`src/sar_ctrl_pkg.sv`:
```
package sar_ctrl_pkg;
    // Register byte addresses
    localparam logic [7:0] ADDR_CTRL = 8'h00;
    localparam logic [7:0] ADDR_CFG = 8'h04;
    localparam logic [7:0] ADDR_STAT = 8'h08;
    localparam logic [7:0] ADDR_MASK = 8'h0C;
    localparam logic [7:0] ADDR_RESULT = 8'h10;
    localparam logic [7:0] ADDR_STATE = 8'h14;

    // Control register bits
    localparam int CTRL_EN_BIT = 0;
    localparam int CTRL_BURST_BIT = 1;
    localparam int CTRL_START_BIT = 2;

    // Status and mask bits
    localparam int STAT_W = 2;
    localparam int STAT_EOC = 0;
    localparam int STAT_LOST = 1;

    // Configuration register, low bits first from tk upward
    typedef struct packed {
        logic [5:0] chan;
        logic [4:0] sar_div;
        logic [1:0] rpt;
        logic [1:0] tm;
        logic [1:0] tk;
    } cfg_t;
    localparam int CFG_W = 17;
    localparam cfg_t CFG_RST = '{chan: 6'h00, sar_div: 5'h1F, rpt: 2'h0, tm: 2'h3, tk: 2'h3};
    localparam logic [5:0] MUX_SEL_MAX = 6'h20;

    // Tracking modes
    localparam logic [1:0] TM_POST = 2'h1;
    localparam logic [1:0] TM_PRE = 2'h2;
    localparam logic [1:0] TM_DUAL = 2'h3;

    // Timing counts
    localparam logic [4:0] CONV_SAR_CYCLES = 5'h0D;
    localparam int SAR_BITS = 12;

    typedef enum logic [2:0] {
        ST_IDLE = 3'b000,
        ST_TRK_A = 3'b001,
        ST_TRK_B = 3'b010,
        ST_TRK = 3'b011,
        ST_CSTART = 3'b100,
        ST_CONV = 3'b101,
        ST_CDONE = 3'b110
    } state_t;
endpackage

```
`src/sar_ctrl.sv`:
```
`timescale 1ns/10ps
module sar_ctrl (
    // Clock and reset
    input wire logic mclk,
    input wire logic rst_n,
    // APB slave
    input wire logic psel,
    input wire logic penable,
    input wire logic pwrite,
    input wire logic [7:0] paddr,
    input wire logic [31:0] pwdata,
    output logic [31:0] prdata,
    output logic pready,
    output logic pslverr,
    // Analog side
    input wire logic cmp_in,
    input wire logic conv_start_pin,
    output logic conv_power,
    output logic track_connect,
    output logic conv_active,
    output logic [5:0] mux_sel,
    output logic [11:0] dac_code,
    // Interrupt
    output logic irq
);
    import sar_ctrl_pkg::*;

    function automatic logic [4:0] trk_sars(input logic [1:0] tk);
        trk_sars = 5'h02 << tk;
    endfunction

    function automatic logic [4:0] rpt_count(input logic [1:0] rpt);
        rpt_count = (rpt == 2'h0) ? 5'h01 : (5'h02 << rpt);
    endfunction

    function automatic logic is_mapped(input logic [7:0] a);
        is_mapped = (a == ADDR_CTRL) || (a == ADDR_CFG) || (a == ADDR_STAT)
            || (a == ADDR_MASK) || (a == ADDR_RESULT) || (a == ADDR_STATE);
    endfunction

    logic en_r, burst_r, burst_act_r;
    cfg_t cfg_r;
    logic [STAT_W-1:0] stat_r, mask_r;
    logic [15:0] acc_r, result_r;
    logic [3:0] rep_r;
    state_t state_r, state_nxt;
    logic [4:0] div_r, cnt_r;
    logic [11:0] dac_r, bit_r;
    logic cmp_s1_r, cmp_s2_r, pin_s1_r, pin_s2_r, pin_d_r;
    logic [31:0] prdata_r;
    logic err_r, track_r, active_r;
    logic setup, wr, start_req, start_ok, powered, sar_tick, last, is_pre;
    logic [STAT_W-1:0] stat_set;
    logic [15:0] sum;

    // Pin synchronisers
    always_ff @(posedge mclk) begin
        if (!rst_n) begin
            cmp_s1_r <= 1'b0;
            cmp_s2_r <= 1'b0;
            pin_s1_r <= 1'b0;
            pin_s2_r <= 1'b0;
            pin_d_r <= 1'b0;
        end else begin
            cmp_s1_r <= cmp_in;
            cmp_s2_r <= cmp_s1_r;
            pin_s1_r <= conv_start_pin;
            pin_s2_r <= pin_s1_r;
            pin_d_r <= pin_s2_r;
        end
    end

    assign setup = psel && !penable;
    assign wr = psel && penable && pwrite && is_mapped(paddr);
    assign pready = 1'b1;
    assign pslverr = psel && penable && err_r;
    assign prdata = prdata_r;

    // Read data latched in setup phase
    always_ff @(posedge mclk) begin
        if (!rst_n) begin
            prdata_r <= 32'h0000_0000;
            err_r <= 1'b0;
        end else if (setup) begin
            err_r <= !is_mapped(paddr);
            case (paddr)
                ADDR_CTRL: prdata_r <= {30'h0, burst_r, en_r};
                ADDR_CFG: prdata_r <= {15'h0, cfg_r};
                ADDR_STAT: prdata_r <= {30'h0, stat_r};
                ADDR_MASK: prdata_r <= {30'h0, mask_r};
                ADDR_RESULT: prdata_r <= {16'h0, result_r};
                ADDR_STATE: prdata_r <= {22'h0, rep_r, burst_act_r, active_r,
                    track_r, state_r};
                default: prdata_r <= 32'h0000_0000;
            endcase
        end
    end

    // Control and configuration
    always_ff @(posedge mclk) begin
        if (!rst_n) begin
            en_r <= 1'b0;
            burst_r <= 1'b0;
            cfg_r <= CFG_RST;
            mask_r <= '0;
        end else if (wr) begin
            if (paddr == ADDR_CTRL) begin
                en_r <= pwdata[CTRL_EN_BIT];
                burst_r <= pwdata[CTRL_BURST_BIT];
            end
            if (paddr == ADDR_CFG) begin
                cfg_r <= cfg_t'(pwdata[CFG_W-1:0]);
                if (pwdata[CFG_W-1:CFG_W-6] > MUX_SEL_MAX) begin
                    cfg_r.chan <= MUX_SEL_MAX;
                end
            end
            if (paddr == ADDR_MASK) begin
                mask_r <= pwdata[STAT_W-1:0];
            end
        end
    end

    assign start_req = (wr && paddr == ADDR_CTRL && pwdata[CTRL_START_BIT])
        || (pin_s2_r && !pin_d_r);
    assign start_ok = start_req && state_r == ST_IDLE && (en_r || burst_r);
    assign powered = en_r || burst_act_r;
    assign is_pre = cfg_r.tm == TM_PRE;
    assign sar_tick = div_r == cfg_r.sar_div;
    assign last = {1'b0, rep_r} == rpt_count(cfg_r.rpt) - 5'h01;
    assign sum = acc_r + {4'h0, dac_r};

    always_comb begin
        state_nxt = state_r;
        case (state_r)
            ST_IDLE: begin
                if (start_ok) begin
                    state_nxt = is_pre ? ST_CSTART : ST_TRK_A;
                end
            end
            ST_TRK_A: state_nxt = ST_TRK_B;
            ST_TRK_B: state_nxt = ST_TRK;
            ST_TRK: begin
                if (sar_tick && cnt_r == trk_sars(cfg_r.tk) - 5'h01) begin
                    state_nxt = ST_CSTART;
                end
            end
            ST_CSTART: state_nxt = ST_CONV;
            ST_CONV: begin
                if (sar_tick && cnt_r == CONV_SAR_CYCLES - 5'h01) begin
                    state_nxt = ST_CDONE;
                end
            end
            ST_CDONE: begin
                if (burst_r && !last) begin
                    state_nxt = is_pre ? ST_CSTART : ST_TRK_A;
                end else begin
                    state_nxt = ST_IDLE;
                end
            end
            default: state_nxt = ST_IDLE;
        endcase
        // A burst start only powers up on the next cycle, when burst_act_r is set, so it must not be cancelled here
        if (!powered && !start_ok) begin
            state_nxt = ST_IDLE;
        end
    end

    always_ff @(posedge mclk) begin
        if (!rst_n) begin
            state_r <= ST_IDLE;
        end else begin
            state_r <= state_nxt;
        end
    end

    // SAR clock divider and SAR cycle counter
    always_ff @(posedge mclk) begin
        if (!rst_n || (state_r != ST_TRK && state_r != ST_CONV)) begin
            div_r <= 5'h00;
            cnt_r <= 5'h00;
        end else if (sar_tick) begin
            div_r <= 5'h00;
            cnt_r <= (state_nxt == state_r) ? cnt_r + 5'h01 : 5'h00;
        end else begin
            div_r <= div_r + 5'h01;
        end
    end

    // Burst power hold
    always_ff @(posedge mclk) begin
        if (!rst_n) begin
            burst_act_r <= 1'b0;
        end else if (start_ok && burst_r) begin
            burst_act_r <= 1'b1;
        end else if (state_r == ST_CDONE && last) begin
            burst_act_r <= 1'b0;
        end
    end

    // Successive approximation, one bit per SAR cycle
    always_ff @(posedge mclk) begin
        if (!rst_n) begin
            dac_r <= 12'h000;
            bit_r <= 12'h000;
        end else if (state_r == ST_CSTART) begin
            dac_r <= 12'h800;
            bit_r <= 12'h800;
        end else if (state_r == ST_CONV && sar_tick && bit_r != 12'h000) begin
            dac_r <= (cmp_s2_r ? dac_r : (dac_r & ~bit_r)) | (bit_r >> 1);
            bit_r <= bit_r >> 1;
        end
    end

    // Accumulator
    always_ff @(posedge mclk) begin
        if (!rst_n || !powered) begin
            acc_r <= 16'h0000;
            rep_r <= 4'h0;
        end else if (state_r == ST_CDONE) begin
            acc_r <= last ? 16'h0000 : sum;
            rep_r <= last ? 4'h0 : rep_r + 4'h1;
        end
    end

    always_ff @(posedge mclk) begin
        if (!rst_n) begin
            result_r <= 16'h0000;
        end else if (state_r == ST_CDONE && last) begin
            result_r <= sum;
        end
    end

    // Sticky status, set beats clear
    always_comb begin
        stat_set = '0;
        stat_set[STAT_EOC] = state_r == ST_CDONE && last;
        stat_set[STAT_LOST] = start_req && state_r != ST_IDLE;
    end

    always_ff @(posedge mclk) begin
        if (!rst_n) begin
            stat_r <= '0;
        end else if (wr && paddr == ADDR_STAT) begin
            stat_r <= (stat_r & ~pwdata[STAT_W-1:0]) | stat_set;
        end else begin
            stat_r <= stat_r | stat_set;
        end
    end

    assign irq = |(stat_r & mask_r);

    // Sampling switch and conversion indicator
    always_ff @(posedge mclk) begin
        if (!rst_n) begin
            track_r <= 1'b0;
            active_r <= 1'b0;
        end else begin
            active_r <= state_nxt inside {ST_CSTART, ST_CONV, ST_CDONE};
            case (state_nxt)
                ST_TRK_A, ST_TRK_B, ST_TRK: track_r <= 1'b1;
                ST_IDLE: track_r <= powered && (is_pre || cfg_r.tm == TM_DUAL);
                default: track_r <= 1'b0;
            endcase
        end
    end

    assign conv_power = powered;
    assign track_connect = track_r;
    assign conv_active = active_r;
    assign mux_sel = cfg_r.chan;
    assign dac_code = dac_r;

    // Helper cycle counter for tracking and conversion lengths
    logic [9:0] ph_cyc_r;
    always_ff @(posedge mclk) begin
        if (!rst_n || state_nxt != state_r) begin
            ph_cyc_r <= 10'h000;
        end else begin
            ph_cyc_r <= ph_cyc_r + 10'h001;
        end
    end

    a_enable_power: assert property (@(posedge mclk) disable iff (!rst_n)
        wr && paddr == ADDR_CTRL && pwdata[CTRL_EN_BIT] |=> conv_power)
        else $error("enable did not power converter");
    a_off_idle: assert property (@(posedge mclk) disable iff (!rst_n)
        !conv_power && !start_ok |=> state_r == ST_IDLE) else $error("unpowered but busy");
    a_burst_off: assert property (@(posedge mclk) disable iff (!rst_n)
        state_r == ST_CDONE && last && !en_r && burst_act_r |=> !conv_power)
        else $error("burst did not shut down");
    a_post_start: assert property (@(posedge mclk) disable iff (!rst_n)
        start_ok && !is_pre |=> state_r == ST_TRK_A ##1 state_r == ST_TRK_B ##1 track_connect)
        else $error("tracking did not start on convert start");
    a_pre_start: assert property (@(posedge mclk) disable iff (!rst_n)
        start_ok && is_pre |=> state_r == ST_CSTART ##1 state_r == ST_CONV)
        else $error("pre-tracking conversion did not start at once");
    a_trk_len: assert property (@(posedge mclk) disable iff (!rst_n)
        state_r == ST_TRK && state_nxt == ST_CSTART |->
        ph_cyc_r == 10'(trk_sars(cfg_r.tk)) * (10'(cfg_r.sar_div) + 10'h001) - 10'h001)
        else $error("tracking window length wrong");
    a_conv_len: assert property (@(posedge mclk) disable iff (!rst_n)
        state_r == ST_CONV && state_nxt == ST_CDONE |->
        ph_cyc_r == 10'(CONV_SAR_CYCLES) * (10'(cfg_r.sar_div) + 10'h001) - 10'h001)
        else $error("conversion length wrong");
    a_post_hiz: assert property (@(posedge mclk) disable iff (!rst_n)
        cfg_r.tm == TM_POST && $stable(cfg_r.tm) && state_r == ST_IDLE
        && $past(state_r) == ST_IDLE |-> !track_connect)
        else $error("post-tracking input not disconnected");
    a_dual_track: assert property (@(posedge mclk) disable iff (!rst_n)
        cfg_r.tm == TM_DUAL && $stable(cfg_r.tm) && $past(state_r) == ST_CDONE
        && state_r == ST_IDLE && conv_power |-> track_connect)
        else $error("dual-tracking not tracking after conversion");
    a_eoc_set: assert property (@(posedge mclk) disable iff (!rst_n)
        state_r == ST_CDONE && last |=> stat_r[STAT_EOC] && result_r == $past(sum))
        else $error("end of conversion not flagged");
    a_rep_bound: assert property (@(posedge mclk) disable iff (!rst_n)
        {1'b0, rep_r} < rpt_count(cfg_r.rpt) || $changed(cfg_r.rpt))
        else $error("repeat counter overran");
endmodule

```
`config.mk`:
```
export PLATFORM = sky130hd
export DESIGN_NAME = sar_ctrl
export DESIGN_NICKNAME = d
export VERILOG_FILES = /design/src/sar_ctrl_pkg.sv /design/src/sar_ctrl.sv
export SDC_FILE = /design/constraint.sdc
export NUM_CORES = 1
export LEC_CHECK = 0
export BUFFER_PORTS_ARGS = -buffer_cell sky130_fd_sc_hd__buf_4
export CORE_MARGIN = 3
export CORE_UTILIZATION = 55
export DETAILED_ROUTE_END_ITERATION = 8
export PLACE_DENSITY_LB_ADDON = 0.12
export SYNTH_ARGS = -nofsm -noshare
export SYNTH_HDL_FRONTEND = slang
export SYNTH_SLANG_ARGS = --single-unit
```
`constraint.sdc`:
```
create_clock -name mclk -period 7 [get_ports mclk]
set_input_delay 1.4 -clock mclk [delete_from_list [all_inputs] [get_ports mclk]]
set_output_delay 1.4 -clock mclk [all_outputs]
set_load 0.02 [all_outputs]
```
# Yosys cells after proc, flatten, opt, wreduce, memory -nomap -nowiden
# Index checks and enable logic that the tools add are counted.
# totals
ff_bits	137
output_inout_bits	56
word_cells	151
# classes
n_shift	2
eq_ne	26
n_lt_le_gt_ge	1
bitwise	9
mux	22
n_reduce_logical	56
addsub	6
# op_table
operator	count
$pmux 17 s6	1
$mux 12	5
$logic_and 1x1->1	22
$pmux 3 s7	1
$eq 3x3->1 const B	6
$mux 3	6
$add 16x12->16	1
$eq 8x4->1 const B	2
$eq 8x5->1 const B	2
$mux 16	1
$and 12x12->12	1
$eq 3x2->1 const B	4
$not 12->12	1
$or 12x11->12	1
$reduce_bool 12->1	1
$logic_or 1x1->1	11
$add 5x1->5 const B	2
$eq 5x5->1	2
$mux 5	2
$shl 2x2->5 const A	2
$sub 5x1->5 const B	2
$eq 8x3->1 const B	1
$logic_not 8->1	1
$logic_not 1->1	7
25 further kinds	37

# Depth between registers and ports, before layout
# Gate-level depths: netlist (run 1).
# depth
ltp_word	18
mapped_depth	10
ltp_nobuf	10

# Worst setup path after synthesis (run 1)
# No wires, ideal clock.
# synth_timing
path_kind	input -> output
from	in psel
to	out pslverr
path_stages	1
arrival_time_ns	1.653
required_ns	5.600
slack_ns	3.947
cell_sequence	and3_1
# synth_between
elab_chain_cells	2
# synth_rtl
element	line	text
start: declaration	sar_ctrl.sv:7	input wire logic psel,
$logic_and 1x1->1 (2 in series)	sar_ctrl.sv:76	assign pslverr = psel && penable && err_r;
end: declaration	sar_ctrl.sv:14	output logic pslverr,
# Every way passes these cells.

# Final worst setup path (run 1)
# Same ends and word-level chain as after synthesis.

==> qor.yml, run 1 <==
run_status:
  status: "completed"
placement:
  place_inst: 927
  gp_congestion: 0.873
  hpwl_mm: 11.2
  port_buffers: 71
critical_path:
  crit_slowest_cell: "and3_1"
  crit_path_max_fanout: 5
  criticalPathCategory: "input port to primary output"
  arrival_ns: 1.84
  worstPathRequired_ns: 5.60
  critPathTopFamily: "buffers and inverters"
  worstSetupEndpointType: "primary output"
  critical_path.cell_chain: "buf_4, and3_1, buf_4"
  path_buf_inv: 2
  worst_r2r_path_depth: 7
  cpPeakStageDelay_ns: 0.17
  path_depth: 3
  cp-start-kind: "input port"
  crit_top_cell: "buf_4"
  regToRegSetupSlack_ns: 4.16
synthesis:
  synth_edf_count: 0
  yosysWarnings: 0
  synth_ff_type: "dfxtp_1"
  syn_area_um2: 6070
  avgSynthCellArea_um2: 7.98
  synth_cells: 761
  async_reset_ff_frac: 0
  synth_seq_cells: 122
  ys_types: 65
  synth_seq_area_share: 0.402
routing:
  drt-vias-per-instance: 5.84
  drc_errors: 0
  finalWirelength_mm: 15.9
  routedWlPerCell_um: 16.6
  drt_iter0_drc: 507
  vias: 5601
  ant_nets: 0
  dr.pass1.iters: 7
global_routing:
  grt_pass1_vias: 5482
  grt_first_pass_wirelength_mm: 25.9
  grt_max_degree: 48
  antenna_found_initial: 0
  grt-ovfl-total: 0
  grt_use_total: 0.254
clocking:
  numCtsBuffers: 17
  clk_latency_ns: 0.52
  cts-resized-gates: 0
  clockBufferDepth: 2
  cts_num_sinks: 122
  htreeDepth: 4
  post_cts_buffers: 0
  clk_pin_slew_worst_paths_ns: 0.05
  clock-root-buffer: "clkbuf_8"
  cts_tree: "yes"
  cts_hold_buffers: 0
timing:
  rsz0062_at_grt: "false"
  post-route-min-period_ns: 3.24
  skew_ns: 0.00747
  fmax_mhz: 308
  setup-tns-final_ns: 0
  fin_crit_sh: 0.464
  tightestPinTransition_ns: 0.956
  slew_violations: 0
  setup_viol: 0
  hold_violations: 0
  maxSlewHeadroom: 0.362
cells_and_area:
  stdcell_count: 959
  antenna_cells: 0
  fill_cells: 866
  fin_nets: 874
  drive_gt1_frac: 0.157
  syn_to_final_growth_pct: 18.3
die:
  dieArea_um2: 12300
  dieHeight_um: 111
  initial_utilization: 0.578
  ioPinCount: 103
  rows: 37
  die_x_um: 111
  core_um2: 10500
worst_hold_path:
  min_path_type: "register to register"
  hold_depth: 1
power:
  power_density_nw_per_um2: 236
  vdd_ir_drop_max_uv: 129
  p_leak_nw: 2.73
flow_run:
  max-cap-violations: 0
==> cell usage after synthesis (8+ instances only) <==
library cell / instances / area [um2]
xnor2_1: 10 / 87.6
dfxtp_1: 122 / 2440
inv_1: 16 / 60.1
nand3_1: 36 / 180
a22oi_1: 14 / 105
a21oi_1: 85 / 425
nand2_1: 138 / 518
mux2i_1: 13 / 130
ha_1: 16 / 200
clkbuf_1: 24 / 90.1
buf_4: 23 / 173
buf_2: 11 / 55.1
and2_1: 9 / 56.3
or3_1: 8 / 50.1
nor3_1: 15 / 75.1
and3_1: 11 / 68.8
nand3b_1: 8 / 60.1
a31oi_1: 10 / 62.6
nor2_1: 66 / 248
xor2_1: 11 / 96.3
o21ai_0: 26 / 130
==> state kept, by name, summed over array words and instances (netlist names), 2 cells and up <==
signal / cells
result_r: 16
rep_r: 4
div_r: 5
bit_r: 12
cnt_r: 5
dac_code: 12
mux_sel: 6
cfg_r: 11
mask_r: 2
prdata: 17
acc_r: 16
stat_r: 2
state_r: 3
==> through the flow <==
step,area (um2),setup WS (ns),hold WS (ns),power [mW],utilization
floorplan,6120,3.95,0.412,0.751,-
global placement,6540,3.61,0.415,0.764,0.622
detailed placement,6540,3.61,0.425,0.764,0.622
CTS,7180,3.76,0.438,1.70,0.683
global route,7180,3.75,0.445,1.74,0.683
finish,7180,3.76,0.433,1.69,0.683
==> path summary, 6_finish.rpt <==
kind            start           end
max              psel       pslverr
min          cmp_s1_r      cmp_s2_r
max reg2reg  cfg_r[7]  dac_code[11]
min reg2reg  cmp_s1_r      cmp_s2_r
==> report_power, final <==
part	switching [mW]	internal (mW)	total [mW]
clock	0.311	0.633	0.944
sequential	0.000635	0.696	0.697
combinational	0.0346	0.0191	0.0537
total	0.347	1.35	1.69
==> final cells by class <==
class,instances,area (um2),area share
Clock buffer,21,449,0.0626
Clock inverter,11,193,0.0268
Inverter,17,63.8,0.00889
Multi-Input combinational cell,576,3290,0.458
Sequential cell,122,2440,0.340
Tap cell,136,170,0.0237
Timing Repair Buffer,76,571,0.0795
==> metal layers <==
metal / global-route usage / share of wire / up-vias
met2: 0.432 / 0.50 / 164
met5: 0 / 0 / -
met1: 0.317 / 0.44 / 2691
met4: 0.0900 / 0.018 / 0
li1: - / - / 2721
met3: 0.0573 / 0.046 / 25
==> logic make-up after synthesis <==
| logic type | synth area share |
|---|---|
| xor+xnor | 0.0303 |
| other cells | 0.00124 |
| fa+ha+maj | 0.0363 |
| flops | 0.402 |
| buf+inv | 0.0641 |
| mux | 0.0289 |
| simple gates | 0.255 |
| compound gates | 0.182 |
==> cell usage in the layout, fill, tap and decap left out, drive strengths merged, types with 3 or more instances in the layout <==
cell type	instances
nor3	16
a211oi	3
a22oi	14
a31oi	12
mux2i	13
ha	16
o21a	7
conb	16
inv	17
nand2	138
or2	4
xnor2	10
o21ai	30
nand2b	7
or3	8
buf	76
clkinv	4
dfxtp	122
xor2	11
bufinv	5
clkbuf	21
a21oi	86
and2	9
nand4	7
o22ai	4
nor4	7
nor2	67
nand3	36
nor2b	5
nand3b	8
and3	11
Note: power is estimated with default switching activity, not from simulation.
==> run 2, diff against run 1 <==
==> constraint.sdc (replaced) <==
create_clock -name mclk -period 3.1 [get_ports mclk]
set_input_delay 0.62 -clock mclk [delete_from_list [all_inputs] [get_ports mclk]]
set_output_delay 0.62 -clock mclk [all_outputs]
set_load 0.02 [all_outputs]
==> run 2 against run 1 <==
First-iteration DRC count fell by 4.1%. Clock-buffer cell count rose by 2. Cell area fell by 0.84%. Global-route usage rose by 0.45 points. Sequential share of layout area rose by 0.29 points. Register-to-register slack got worse by 3.6 ns. Combinational power rose by 130%. Wire length rose by 0.61%. Sequential power rose by 130%. Setup slack got worse by 3.2 ns. Core utilization fell by 0.57 points. Highest routed layer unchanged.
==> qor.yml, run 2 (same netlist as run 1, synthesis figures left out) <==
critical_path:
  regToRegStartpoint: "dac_code[1]"
  worst_r2r_path_depth: 8  # +1
  criticalPathCategory: "register to register"
  endpoint: "result_r[13]"
  worstPathRequired_ns: 3.48  # -2.12 ns
  reg2reg_to: "result_r[13]"
  crit_path_max_fanout: 4  # -1
  cp-start-kind: "register"
  worstSetupEndpointType: "register"
  path_buf_inv: 0  # -2
  crit_slowest_cell: "dfxtp_1"
  startpoint: "dac_code[1]"
  critPathTopFamily: "compound AO/OA/AOI/OAI gates"
  critical_path.cell_chain: "ha_1, a21oi_1, o22ai_2, a2111o_1, a31oi_2, o21ai_0, nor4_1, a311oi_1"
  cpPeakStageDelay_ns: 0.41  # +0.24 ns
  arrival_ns: 2.94  # +1.10 ns
  path_depth: 8  # +5
  regToRegSetupSlack_ns: 0.54  # -3.62 ns
power:
  seqPwrFrac: 0.454  # +0.043
  p_comb_frac: 0.035  # +0.003
  p_int_mw: 2.71  # +100%
  power_density_nw_per_um2: 487  # +110%
  power.share.clock: 0.511  # -0.046
  p_sw_uw: 760  # +120%
  swShare: 0.219  # +0.0145
  vdd_ir_drop_max_uv: 338  # +160%
  p_leak_nw: 2.72  # -0.30%
timing:
  skew_ns: 0.00771  # +0.000238 ns
  post-route-min-period_ns: 2.56
  fin_crit_sh: 0.826
  slew_violations: 0  # unchanged
  hold_violations: 0  # unchanged
  fmax_mhz: 391
  setup_viol: 0  # unchanged
  rsz0062_at_grt: "false"
  maxSlewHeadroom: 0.443  # +0.0816
  fin_ws_ns: 0.540  # -3.22 ns
  setup-tns-final_ns: 0  # unchanged
  tightestPinTransition_ns: 0.835  # -0.120 ns
placement:
  port_buffers: 71  # unchanged
  pre_cts_slack_ns: 0.557  # -3.06 ns
  dpl_cell_area_um2: 6590  # +0.80%
  hpwl_mm: 11.5  # +2.7%
  gp_congestion: 0.857  # -1.8%
clocking:
  numCtsBuffers: 17  # unchanged
  htreeDepth: 4  # unchanged
  clk_latency_ns: 0.53  # about the same
  cts-resized-gates: 0  # unchanged
  clockBufferDepth: 2  # unchanged
  cts_tree: "yes"
  post_cts_buffers: 0  # unchanged
  clk_pin_slew_worst_paths_ns: 0.06  # about the same
  cts_hold_buffers: 0  # unchanged
  cts_num_sinks: 122  # unchanged
  clock-root-buffer: "clkbuf_8"
flow_run:
  max-cap-violations: 0  # unchanged
cells_and_area:
  fin_area_um2: 7120  # -0.84%
  largest_register_ffs: 17  # unchanged
  antenna_cells: 0  # unchanged
  layout_common_cells: "nand2_1, dfxtp_1, a21oi_1"
  drive_gt1_frac: 0.161  # +0.00470
  syn_to_final_growth_pct: 17.3
  fin_nets: 881  # +0.80%
  final_common_cell: "nand2_1"
global_routing:
  grt-ovfl-total: 0  # unchanged
  grt_max_degree: 48  # unchanged
  grt_pass1_vias: 5494  # +0.22%
  grt_first_pass_wirelength_mm: 26.2  # +1.1%
  grt_use_total: 0.259  # +0.00446
  antenna_found_initial: 0  # unchanged
routing:
  dr.pass1.iters: 8  # +1
  ant_nets: 0  # unchanged
  routedWlPerCell_um: 16.5  # -0.12%
  vias: 5678  # +1.4%
  finalWirelength_mm: 16.0  # +0.61%
  drt_iter0_drc: 486  # -4.1%
  drc_errors: 0  # unchanged
  drt-vias-per-instance: 5.88  # +0.64%
run_status:
  status: "completed"
die:
  initial_utilization: 0.578  # unchanged
  rows: 37  # unchanged
  dieArea_um2: 12300  # unchanged
  die_x_um: 111  # unchanged
  dieHeight_um: 111  # unchanged
  core_um2: 10500  # unchanged
  ioPinCount: 103  # unchanged
worst_hold_path:
  min_path_type: "input port to register"
run 2: changes by cell type in the layout (fill, tap and decap cells not counted), sizes merged:
cell	before	now
clkinvlp	2	1
buf	76	83
bufinv	5	1
clkinv	4	7
clkbuf	21	23
run 2: stage by stage:
step / total power, mW / std cells / util / hold slack, ns
finish: 3.47 / 966 / 0.678 / 0.302
global route: 3.56 / 966 / 0.678 / 0.301
CTS: 3.48 / 966 / 0.678 / 0.286
detailed placement: 1.73 / 934 / 0.627 / 0.424
global placement: 1.73 / 934 / 0.627 / 0.416
floorplan: 1.69 / 775 / - / 0.412
run 2: cell type report:
type,count,area (um2)
Tap cell,136,170
Clock inverter,9,72.6
Clock buffer,23,457
Inverter,17,63.8
Multi-Input combinational cell,576,3290
Timing Repair Buffer,83,623
Fill cell,890,3390
Sequential cell,122,2440
run 2: how the worst min path moves through the flow:
| stage | from | to | slack, ns | cells after the start |
|---|---|---|---|---|
| finish | cmp_in | cmp_s1_r | 0.30 | 2 |
| floorplan | cmp_s1_r | cmp_s2_r | 0.41 | 1 |
| detailed placement | cmp_s1_r | cmp_s2_r | 0.42 | 1 |
| global placement | cmp_s1_r | cmp_s2_r | 0.42 | 1 |
| CTS | cmp_in | cmp_s1_r | 0.29 | 2 |
| global route | pwdata[6] | cfg_r[6] | 0.30 | 3 |
run 2: power groups by stage:
stage | logic [mW] | clock network [mW] | registers, mW
2_1_floorplan | 0.0875 | 0 | 1.61
3_3_place_gp | 0.119 | 0 | 1.61
3_5_place_dp | 0.120 | 0 | 1.61
4_1_cts | 0.121 | 1.79 | 1.57
5_1_grt | 0.132 | 1.86 | 1.57
6_report | 0.123 | 1.77 | 1.57
run 2: routing by layer:
| metal | vias up | part of all wire | GRT usage |
|---|---|---|---|
| met5 | - | 0 | 0 |
| met4 | 0 | 0.027 | 0.113 |
| met3 | 41 | 0.060 | 0.0557 |
| met1 | 2701 | 0.43 | 0.316 |
| met2 | 209 | 0.49 | 0.440 |
| li1 | 2727 | - | - |
run 2: worst reg2reg max path, stage by stage (launching register included):
cell,delay (ns)
dfxtp_1,0.41
ha_1,0.27
a21oi_1,0.25
o22ai_2,0.15
a2111o_1,0.39
a31oi_2,0.31
o21ai_0,0.27
nor4_1,0.30
a311oi_1,0.08
==> run 3, diff against run 2 <==
--- a/config.mk
+++ b/config.mk
@@ -7,7 +7,7 @@
 export LEC_CHECK = 0
 export BUFFER_PORTS_ARGS = -buffer_cell sky130_fd_sc_hd__buf_4
 export CORE_MARGIN = 3
-export CORE_UTILIZATION = 55
+export CORE_UTILIZATION = 51
 export DETAILED_ROUTE_END_ITERATION = 8
 export PLACE_DENSITY_LB_ADDON = 0.12
 export SYNTH_ARGS = -nofsm -noshare
==> constraint.sdc (replaced) <==
create_clock -name mclk -period 2.3 [get_ports mclk]
set_input_delay 0.46 -clock mclk [delete_from_list [all_inputs] [get_ports mclk]]
set_output_delay 0.46 -clock mclk [all_outputs]
set_load 0.02 [all_outputs]
==> run 3 against run 2 <==
The flow now finishes with violations (setup timing). Die area rose by 7.4%. Sequential power increased by 35%. Non-clock buffer count up 36. Global-route usage shrank 1.2 points. Critical path type unchanged. Largest cell class unchanged.
==> qor.yml, run 3 (same netlist as run 1, synthesis figures left out) <==
run_status:
  status: "finished with violations"
  violations: "setup timing"
placement:
  gp_congestion: 0.906  # +5.7%
  pre_cts_slack_ns: -0.0528  # -0.610 ns
  hpwl_mm: 11.7  # +2.5%
  dpl_cell_area_um2: 6880  # +4.3%
  port_buffers: 71  # unchanged
cells_and_area:
  fin_nets: 917  # +4.1%
  antenna_cells: 0  # unchanged
  fin_area_um2: 7620  # +7.1%
  layout_common_cells: "nand2_1, dfxtp_1, buf_4"
  fill_cells: 960  # +7.9%
  drive_gt1_frac: 0.220  # +0.0582
  largest_register_ffs: 17  # unchanged
  syn_to_final_growth_pct: 25.6
  final_common_cell: "nand2_1"
power:
  p_sw_mw: 1.04  # +37%
  vdd_ir_drop_max_uv: 430  # +27%
  p_comb_frac: 0.036  # about the same
  p_int_mw: 3.94  # +45%
  power_density_nw_per_um2: 653  # +34%
  power.share.clock: 0.538  # +0.027
  power_mw: 4.98  # +44%
  seqPwrFrac: 0.426  # -0.028
  swShare: 0.209  # -0.00991
  p_leak_nw: 2.98  # +9.6%
critical_path:
  worstSetupEndpointType: "register"
  cpPeakStageDelay_ns: 0.36  # -0.05 ns
  worstPathRequired_ns: 2.61  # -0.87 ns
  regToRegSetupSlack_ns: -0.008  # -0.55 ns
  critical_path.cell_chain: "ha_4, inv_2, fa_2, nor2b_4, o31a_1, o41a_1, o31a_4, nor2_4, xnor2_2, a32o_1"
  cp-start-kind: "register"
  path_buf_inv: 1  # +1
  crit_slowest_cell: "o41a_1"
  reg2reg_to: "acc_r[10]"
  crit_path_max_fanout: 3  # -1
  arrival_ns: 2.61  # -0.33 ns
  worst_r2r_path_depth: 10  # +2
  regToRegStartpoint: "dac_code[0]"
  criticalPathCategory: "register to register"
  critPathTopFamily: "compound AO/OA/AOI/OAI gates"
timing:
  skew_ns: 0.00672  # -0.000992 ns
  hold_violations: 0  # unchanged
  slew_violations: 0  # unchanged
  rsz0062_at_grt: "true"
  tightestPinTransition_ns: 0.859  # +0.0242 ns
  fmax_mhz: 433  # +11%
  maxSlewHeadroom: 0.423  # -0.0200
  fin_ws_ns: -0.00808  # -0.548 ns
  setup_viol: 2  # +2
  post-route-min-period_ns: 2.31  # -0.252 ns
  setup-tns-final_ns: -0.0102  # -0.0102 ns
  fin_crit_sh: 1.00  # +0.178
worst_hold_path:
  hold_end: "pin_s1_r"
  min_path_type: "input port to register"
  holdCritStartpoint: "conv_start_pin"
  hold_depth: 2  # unchanged
routing:
  drt-vias-per-instance: 5.64  # -4.0%
  dr.pass1.iters: 5  # -3
  drc_errors: 0  # unchanged
  ant_nets: 0  # unchanged
  drt_iter0_drc: 435  # -10%
  routedWlPerCell_um: 16.2  # -2.2%
  vias: 5687  # +0.16%
  finalWirelength_mm: 16.3  # +2.0%
clocking:
  clockBufferDepth: 2  # unchanged
  numCtsBuffers: 17  # unchanged
  clk_latency_ns: 0.41  # -0.12 ns
  clk_pin_slew_worst_paths_ns: 0.05  # about the same
  cts_tree: "yes"
  htreeDepth: 4  # unchanged
  clock-root-buffer: "clkbuf_16"
  cts_hold_buffers: 0  # unchanged
  cts_num_sinks: 122  # unchanged
die:
  dieArea_um2: 13200  # +7.4%
  die_x_um: 115  # +3.6%
  core_um2: 11500  # +9.6%
  initial_utilization: 0.527  # -0.0505
  ioPinCount: 103  # unchanged
  dieHeight_um: 115  # +3.6%
  rows: 39  # +5.4%
global_routing:
  grt_use_total: 0.247  # -0.0121
  grt_first_pass_wirelength_mm: 25.8  # -1.4%
  grt_max_degree: 28  # -42%
  grt-ovfl-total: 0  # unchanged
  antenna_found_initial: 0  # unchanged
  grt_pass1_vias: 5232  # -4.8%
flow_run:
  max-cap-violations: 0  # unchanged
==> run 3: power by group through the flow <==
stage,registers (mW),clock network [mW],logic (mW)
2_1_floorplan,2.17,0,0.118
3_3_place_gp,2.17,0,0.173
3_5_place_dp,2.17,0,0.175
4_1_cts,2.12,2.71,0.175
5_1_grt,2.12,2.82,0.191
6_report,2.12,2.68,0.177
==> run 3: worst reg2reg max path, stage by stage (launching register included) <==
cell     delay, ns
dfxtp_2       0.33
ha_4          0.16
inv_2         0.05
fa_2          0.22
nor2b_4       0.05
o31a_1        0.26
o41a_1        0.36
o31a_4        0.34
nor2_4        0.11
xnor2_2       0.07
a32o_1        0.25
==> run 3: repair_timing <==
item                                    CTS  global route
pin swaps                                 4             6
setup buffers                             2             2
endpoints found under the setup margin    8            14
resized for setup                         8            13
==> run 3: metal layers <==
layer / up-vias / part of all wire / global-route usage
met5: - / 0 / 0
met4: 0 / 0.027 / 0.107
met3: 39 / 0.064 / 0.0568
met2: 202 / 0.46 / 0.394
met1: 2647 / 0.45 / 0.320
li1: 2799 / - / -
==> run 3: how the worst max path moves through the flow <==
stage / cells past startpoint / slack [ns] / end / start
detailed placement: 10 / -0.05 / result_r[12] / dac_code[0]
global placement: 10 / -0.02 / acc_r[10] / dac_code[0]
floorplan: 10 / -0.004 / result_r[12] / dac_code[0]
finish: 10 / -0.008 / acc_r[10] / dac_code[0]
global route: 10 / -0.10 / result_r[12] / dac_code[0]
CTS: 8 / -0.004 / result_r[11] / dac_code[1]
==> run 3: per-stage QoR <==
stage	std cells	utilization	hold WS (ns)
4_1_cts	1006	0.654	0.236
3_5_place_dp	973	0.597	0.422
5_1_grt	1008	0.662	0.246
3_3_place_gp	973	0.597	0.416
2_1_floorplan	775	-	0.412
6_report	1008	0.662	0.251
==> run 3: final cells by class <==
cell class / instances / area [um2] / area share
clock inverter: 7 / 87.6 / 0.0115
sequential: 122 / 2450 / 0.321
inverter: 17 / 63.8 / 0.00837
clock buffer: 24 / 512 / 0.0671
timing repair buffer: 119 / 922 / 0.121
multi-input combinational: 576 / 3410 / 0.448
tap: 143 / 179 / 0.0235
